[src/core/bsd_pkg.sv]
// Shared constants for the single-bit stream link and its sinc3 receiver.
// Assumes one 40 MHz system clock on both ends and an active-low async reset.
// What this block does
// Emit bit stream, ones density tracks input
// Host supplies modulator clock, device makes none
// Zero input gives half ones
// Positive specified limit gives 89.06 percent ones
// Negative specified limit gives 10.94 percent ones
// Full scale gives all ones or zeros
// Receiver filters and decimates the stream
// Receiver uses third-order sinc filter
// Ratio 256 gives 16-bit words
// Specified limits map to 7168 and 58368
// Zero input maps to midscale 32768
// Launch on rising edge, capture next
// Modulator clock between 5 and 21 MHz
// Result is top 16 of 24 bits
// Integrators every bit, combs per decimation
package bsd_pkg;
   localparam int unsigned SYS_CLK_HZ = 40000000;
   // Modulator clock from the host divider
   localparam int unsigned MOD_CLK_MIN_HZ = 5000000;
   localparam int unsigned MOD_CLK_MAX_HZ = 21000000;
   localparam int unsigned MOD_DIV = 8;
   localparam int unsigned MOD_CLK_HZ = SYS_CLK_HZ / MOD_DIV;
   localparam int unsigned DIV_W = 3;
   localparam logic [DIV_W-1:0] DIV_LAST = 3'h7;
   // Input level: signed, +/-32768 is absolute full scale
   localparam int unsigned LEVEL_W = 17;
   localparam int unsigned MOD_ACC_W = 24;
   localparam logic signed [MOD_ACC_W-1:0] MOD_FEEDBACK = 24'sh008000;
   // Integrator ceiling, far above any state a stable loop reaches
   localparam logic signed [MOD_ACC_W-1:0] MOD_INTEG_LIM = 24'sh200000;
   localparam logic signed [LEVEL_W-1:0] LEVEL_MAX = 17'sh08000;
   localparam logic signed [LEVEL_W-1:0] LEVEL_MIN = 17'sh18000;
   // Sinc3 receiver
   localparam int unsigned DEC_RATIO = 256;
   localparam int unsigned DEC_CNT_W = 8;
   localparam logic [DEC_CNT_W-1:0] DEC_LAST = 8'hff;
   localparam int unsigned SINC_ORDER = 3;
   localparam int unsigned DATA_SIZE = SINC_ORDER * DEC_CNT_W;
   localparam int unsigned SINC_W = DATA_SIZE + 1;
   localparam int unsigned WORD_W = 16;
   localparam int unsigned WORD_LSB = DATA_SIZE - WORD_W;
   localparam logic [WORD_W-1:0] WORD_MAX = 16'hffff;
   localparam logic [WORD_W-1:0] WORD_MID = 16'h8000;
endpackage

[src/core/bsd_link_if.sv]
// Two-wire link between modulator end and receiving host end.
// Assumes both ends are clocked by the same system clock in this model.
`timescale 1ns/1ps
interface bsd_link_if;
   logic modulator_clock_in;
   logic modulator_bit_out;
   modport dev (input modulator_clock_in, output modulator_bit_out);
   modport host (output modulator_clock_in, input modulator_bit_out);
endinterface // bsd_link_if

[src/core/bsd_sinc3_host.sv]
// Host end: makes the modulator clock and runs a sinc3 decimator.
// Assumes the returned bit is an unsynchronised pin.
`timescale 1ns/1ps

// Two-flop synchroniser for the stream pin
module bsd_host_sync
(
   input wire logic i_clk_sys,
   input wire logic i_reset_n,
   input wire logic i_pin,
   output logic o_pin_sync
);
   logic stage1;

   always_ff @(posedge i_clk_sys or negedge i_reset_n) begin
      if (!i_reset_n) begin
         stage1 <= 1'b0;
         o_pin_sync <= 1'b0;
      end else begin
         stage1 <= i_pin;
         o_pin_sync <= stage1;
      end
   end
endmodule // bsd_host_sync

// One integrator stage, advanced once per modulator bit
module bsd_integ_stage
   import bsd_pkg::*;
(
   input wire logic i_clk_sys,
   input wire logic i_reset_n,
   input wire logic i_step,
   input wire logic [SINC_W-1:0] i_in,
   output logic [SINC_W-1:0] o_sum
);
   // Wraps modulo 2^SINC_W; the comb differences undo it
   wire logic [SINC_W-1:0] next_sum = o_sum + i_in;

   always_ff @(posedge i_clk_sys or negedge i_reset_n) begin
      if (!i_reset_n) begin
         o_sum <= '0;
      end else if (i_step) begin
         o_sum <= next_sum;
      end
   end
endmodule // bsd_integ_stage

// One comb stage, advanced once per output word
module bsd_comb_stage
   import bsd_pkg::*;
(
   input wire logic i_clk_sys,
   input wire logic i_reset_n,
   input wire logic i_step,
   input wire logic [SINC_W-1:0] i_in,
   output logic [SINC_W-1:0] o_diff
);
   logic [SINC_W-1:0] held;

   // Difference against the value held at the previous word
   assign o_diff = i_in - held;

   always_ff @(posedge i_clk_sys or negedge i_reset_n) begin
      if (!i_reset_n) begin
         held <= '0;
      end else if (i_step) begin
         held <= i_in;
      end
   end
endmodule // bsd_comb_stage

// Divider: bit enable once per MOD_DIV cycles and the clock pin level
module bsd_clk_div
   import bsd_pkg::*;
(
   input wire logic i_clk_sys,
   input wire logic i_reset_n,
   output logic o_capture,
   output logic o_mod_clk
);
   logic [DIV_W-1:0] div_cnt;
   wire logic [DIV_W-1:0] next_div_cnt = div_cnt + 1'b1;
   // Clock starts only at a bit enable, so its first high phase is full length
   wire next_mod_clk = ~next_div_cnt[DIV_W-1] & (o_capture | o_mod_clk);

   // Rising edge of the modulator clock happens on this enable
   assign o_capture = (div_cnt == DIV_LAST);

   always_ff @(posedge i_clk_sys or negedge i_reset_n) begin
      if (!i_reset_n) begin
         div_cnt <= '0;
         o_mod_clk <= 1'b0;
      end else begin
         div_cnt <= next_div_cnt;
         o_mod_clk <= next_mod_clk;
      end
   end
endmodule // bsd_clk_div

module bsd_sinc3_host
   import bsd_pkg::*;
(
   input wire logic i_clk_sys,
   input wire logic i_reset_n,
   output logic [WORD_W-1:0] o_word,
   output logic o_word_valid,
   bsd_link_if.host link
);
   logic capture;
   logic mod_clk;
   logic bit_sync;
   logic [DEC_CNT_W-1:0] dec_cnt;
   logic [SINC_W-1:0] int1;
   logic [SINC_W-1:0] int2;
   logic [SINC_W-1:0] int3;
   logic [SINC_W-1:0] comb1;
   logic [SINC_W-1:0] comb2;
   logic [SINC_W-1:0] comb3;

   wire dec_done = capture && (dec_cnt == DEC_LAST);
   wire logic [DEC_CNT_W-1:0] next_dec_cnt = dec_cnt + 1'b1;
   wire logic [SINC_W-1:0] bit_in = {{(SINC_W-1){1'b0}}, bit_sync};
   // All ones reaches 2^24; clip to the top code
   wire logic [WORD_W-1:0] word_c = comb3[SINC_W-1] ? WORD_MAX :
      comb3[DATA_SIZE-1:WORD_LSB];

   bsd_clk_div i_bsd_clk_div (
      .i_clk_sys(i_clk_sys),
      .i_reset_n(i_reset_n),
      .o_capture(capture),
      .o_mod_clk(mod_clk)
   );

   bsd_host_sync i_bsd_host_sync (
      .i_clk_sys(i_clk_sys),
      .i_reset_n(i_reset_n),
      .i_pin(link.modulator_bit_out),
      .o_pin_sync(bit_sync)
   );

   // Integrators run on every captured bit
   bsd_integ_stage i_bsd_integ_stage_1 (
      .i_clk_sys(i_clk_sys),
      .i_reset_n(i_reset_n),
      .i_step(capture),
      .i_in(bit_in),
      .o_sum(int1)
   );

   bsd_integ_stage i_bsd_integ_stage_2 (
      .i_clk_sys(i_clk_sys),
      .i_reset_n(i_reset_n),
      .i_step(capture),
      .i_in(int1),
      .o_sum(int2)
   );

   bsd_integ_stage i_bsd_integ_stage_3 (
      .i_clk_sys(i_clk_sys),
      .i_reset_n(i_reset_n),
      .i_step(capture),
      .i_in(int2),
      .o_sum(int3)
   );

   // Combs run once per word on the last integrator
   bsd_comb_stage i_bsd_comb_stage_1 (
      .i_clk_sys(i_clk_sys),
      .i_reset_n(i_reset_n),
      .i_step(dec_done),
      .i_in(int3),
      .o_diff(comb1)
   );

   bsd_comb_stage i_bsd_comb_stage_2 (
      .i_clk_sys(i_clk_sys),
      .i_reset_n(i_reset_n),
      .i_step(dec_done),
      .i_in(comb1),
      .o_diff(comb2)
   );

   bsd_comb_stage i_bsd_comb_stage_3 (
      .i_clk_sys(i_clk_sys),
      .i_reset_n(i_reset_n),
      .i_step(dec_done),
      .i_in(comb2),
      .o_diff(comb3)
   );

   always_ff @(posedge i_clk_sys or negedge i_reset_n) begin
      if (!i_reset_n) begin
         dec_cnt <= '0;
      end else if (capture) begin
         dec_cnt <= next_dec_cnt;
      end
   end

   always_ff @(posedge i_clk_sys or negedge i_reset_n) begin
      if (!i_reset_n) begin
         o_word <= WORD_MID;
         o_word_valid <= 1'b0;
      end else begin
         o_word_valid <= dec_done;
         if (dec_done) begin
            o_word <= word_c;
         end
      end
   end

   assign link.modulator_clock_in = mod_clk;
endmodule // bsd_sinc3_host

[src/flat_wrapper.sv]
// flat-port wrapper written by rule: the top's interface ports become plain ports
module bsd_sinc3_host_flat import bsd_pkg::*;
  (i_clk_sys, i_reset_n, o_word, o_word_valid, link_modulator_clock_in, link_modulator_bit_out);
  bsd_link_if link_i ();
  input wire logic i_clk_sys;
  input wire logic i_reset_n;
  output logic [WORD_W-1:0] o_word;
  output logic o_word_valid;
  output wire logic [$bits(link_i.modulator_clock_in)-1:0] link_modulator_clock_in;
  input wire logic [$bits(link_i.modulator_bit_out)-1:0] link_modulator_bit_out;
  assign link_modulator_clock_in = link_i.modulator_clock_in;
  assign link_i.modulator_bit_out = link_modulator_bit_out;
  bsd_sinc3_host u_core (.i_clk_sys(i_clk_sys), .i_reset_n(i_reset_n), .o_word(o_word), .o_word_valid(o_word_valid), .link(link_i));
endmodule
[config.mk]
export PLATFORM = sky130hd
export DESIGN_NAME = bsd_sinc3_host_flat
export DESIGN_NICKNAME = d
export VERILOG_FILES = /design/src/core/bsd_pkg.sv /design/src/core/bsd_link_if.sv /design/src/core/bsd_sinc3_host.sv /design/src/flat_wrapper.sv
export SDC_FILE = /design/constraint.sdc
export NUM_CORES = 1
export LEC_CHECK = 0
export BUFFER_PORTS_ARGS = -buffer_cell sky130_fd_sc_hd__clkbuf_2
export CAP_MARGIN = 20
export CORE_ASPECT_RATIO = 0.5
export CORE_MARGIN = 8
export CORE_UTILIZATION = 34
export CTS_CLUSTER_DIAMETER = 100
export DETAILED_ROUTE_END_ITERATION = 12
export HOLD_SLACK_MARGIN = 0.06
export SETUP_SLACK_MARGIN = 0.05
export SYNTH_ARGS = -nofsm -noshare
export SYNTH_HDL_FRONTEND = slang
export SYNTH_HIERARCHICAL = 1
export SYNTH_SLANG_ARGS = --single-unit
[constraint.sdc]
create_clock -name i_clk_sys -period 5.8 [get_ports i_clk_sys]
set_clock_uncertainty 0.2 [all_clocks]
set_input_delay 1.16 -clock i_clk_sys [delete_from_list [all_inputs] [get_ports i_clk_sys]]
set_output_delay 1.16 -clock i_clk_sys [all_outputs]
set_load 0.02 [all_outputs]
==> flow_metrics.tcl <==
set metrics [dict create \
    worst-r2r-setup-slack_ns 0.28 \
    setup_viol 0 \
    cts_hold_buffers 0 \
    max_freq_mhz 181 \
    cts_root_buf "clkbuf_16" \
    grt_pass1_vias 11900 \
    cts_buffers 17 \
    cts_tree "done" \
    cp_data_arrival_time_ns 5.66 \
    drc 0 \
    numPortBuffers 20 \
    layout.nets 1935 \
    r2r_end "u_core/o_word[9]" \
    routedWlPerCell_um 14.3 \
    cp_top_family "compound AO/OA/AOI/OAI gates" \
    critPathKind "flip-flop to flip-flop" \
    core_area_um2 43800 \
    rr_worst_depth 28 \
    vias_per_cell 5.23 \
    ys.warnings.count 6 \
    crit_slowest_cell "fa_2" \
    r2r-start "u_core/i_bsd_comb_stage_1/held[0]" \
    layout.area.seq_um2 4530 \
    startpoint "u_core/i_bsd_comb_stage_1/held[0]" \
    cp_max_fo 8 \
    htree_levels 4 \
    die_w_um 315 \
    num_antenna_cells 0 \
    period_share 0.951 \
    hold_viol 0 \
    cap_violations 0 \
    fp.dieArea_um2 52000 \
    drt.antenna.violating_nets 0 \
    place_area_um2 15900 \
    grt_first_pass_wirelength_mm 57.3 \
    num-fill-cells 4389 \
    first_pass_iters 6 \
    hold_class "flip-flop to flip-flop" \
    die_y_um 165 \
    num_rows 54 \
    dp_hpwl_mm 24.6 \
    cp-end-kind "flip-flop" \
    synth_cells 1748 \
    drive_above_1_share 0.141 \
    worstMarginPinSlew_ns 1.00 \
    cts_sinks 181 \
    io_pins 21 \
    grtUsageTotal 0.130 \
    crit_path_start_kind "flip-flop" \
    relSlewSlack 0.331 \
    fin_setup_tns_ns 0 \
    crit_required_ns 5.95 \
    slew_viol_final 0 \
    wl_mm 34.0 \
    via_count 12400 \
    netlist_area_um2 15200 \
    start_util 0.346 \
    syn_avg_cell_area_um2 8.67 \
    gp_congestion 0.873 \
    antenna_found_initial 0 \
    period_minus_slack_ns 5.52 \
    outcome "completed" \
    drtIter0Drc 811 \
    grt_overflow 0 \
    grt_max_degree 146 \
    worstSetupPathDepth 28 \
    finalInstanceArea_um2 16900 \
    clkLatencyLatePin_ns 0.45 \
    multi_input_area_um2 10100 \
    area_growth_pct 11.6 \
    cts.clk_slew.worst_paths_ns 0.07 \
    endpoint "u_core/o_word[9]" \
    clk_path_buf_depth 2 \
    crit_buf_inv 3 \
    max_stage_delay_ns 0.40 \
]
## registers in the layout, indices dropped and copies added (netlist names)
register	count
u_core/i_bsd_integ_stage_1/o_sum	25
u_core/i_bsd_comb_stage_3/held	25
u_core/i_bsd_clk_div/div_cnt	3
u_core/i_bsd_clk_div/o_mod_clk	1
u_core/i_bsd_integ_stage_2/o_sum	25
u_core/dec_cnt	8
u_core/i_bsd_host_sync/o_pin_sync	1
u_core/i_bsd_comb_stage_1/held	25
u_core/o_word	16
u_core/o_word_valid	1
u_core/i_bsd_integ_stage_3/o_sum	25
u_core/i_bsd_host_sync/stage1	1
u_core/i_bsd_comb_stage_2/held	25
## cell type report
class / count / share of cell area
Sequential cell: 181 / 0.268
Multi-Input combinational cell: 1400 / 0.600
Clock inverter: 12 / 0.00918
Clock buffer: 19 / 0.0262
Timing Repair Buffer: 59 / 0.0263
Inverter: 120 / 0.0266
Tap cell: 588 / 0.0435
## cell usage in the layout, fill, tap and decap left out, types with 27 or more instances in the layout
cell	count
nand2_1	183
mux2_2	54
a21o_1	34
o21ai_1	28
a21oi_1	130
o21ai_0	131
nand2b_1	27
buf_4	32
ha_1	136
xor2_1	34
nand4_1	48
dfrtp_1	180
nand3_1	39
xnor2_1	69
conb_1	28
nor2_1	102
inv_1	120
## routing by layer
layer / vias up / share of wire / global-route usage
met4: 0 / 0.021 / 0.0435
met2: 166 / 0.46 / 0.212
met3: 49 / 0.028 / 0.0245
met1: 5849 / 0.49 / 0.172
li1: 6378 / - / -
met5: - / 0 / 0
## stage by stage
step	hold slack [ns]	worst slack (ns)	utilization	cells
final	0.165	0.284	0.386	2379
after global routing	0.167	-0.00274	0.386	2379
after CTS	0.167	0.0929	0.378	2375
after detailed placement	0.150	-0.0730	0.362	2339
after global placement	0.138	0.0592	0.362	2339
after floorplan	0.131	0.0807	-	1775
## how the worst min path moves through the flow
stage / end / startpoint / cells after the start / slack [ns]
floorplan: u_core/i_bsd_host_sync/o_pin_sync / u_core/i_bsd_host_sync/stage1 / 0 / 0.13
global placement: u_core/i_bsd_host_sync/o_pin_sync / u_core/i_bsd_host_sync/stage1 / 0 / 0.14
detailed placement: u_core/i_bsd_host_sync/o_pin_sync / u_core/i_bsd_host_sync/stage1 / 0 / 0.15
CTS: u_core/i_bsd_host_sync/o_pin_sync / u_core/i_bsd_host_sync/stage1 / 0 / 0.17
global route: u_core/i_bsd_host_sync/o_pin_sync / u_core/i_bsd_host_sync/stage1 / 0 / 0.17
finish: u_core/i_bsd_host_sync/o_pin_sync / u_core/i_bsd_host_sync/stage1 / 0 / 0.16
## timing repair
action	CTS	global route
setup buffers	4	6
gates resized for setup	15	62
setup endpoints to repair	16	16
pin swaps	15	34
cloned	1	0
endpoints found under the hold margin	0	0
Power is left out: the tool's default activity adds up to more than one toggle a clock period on the data nets, which glitch-free logic cannot reach.
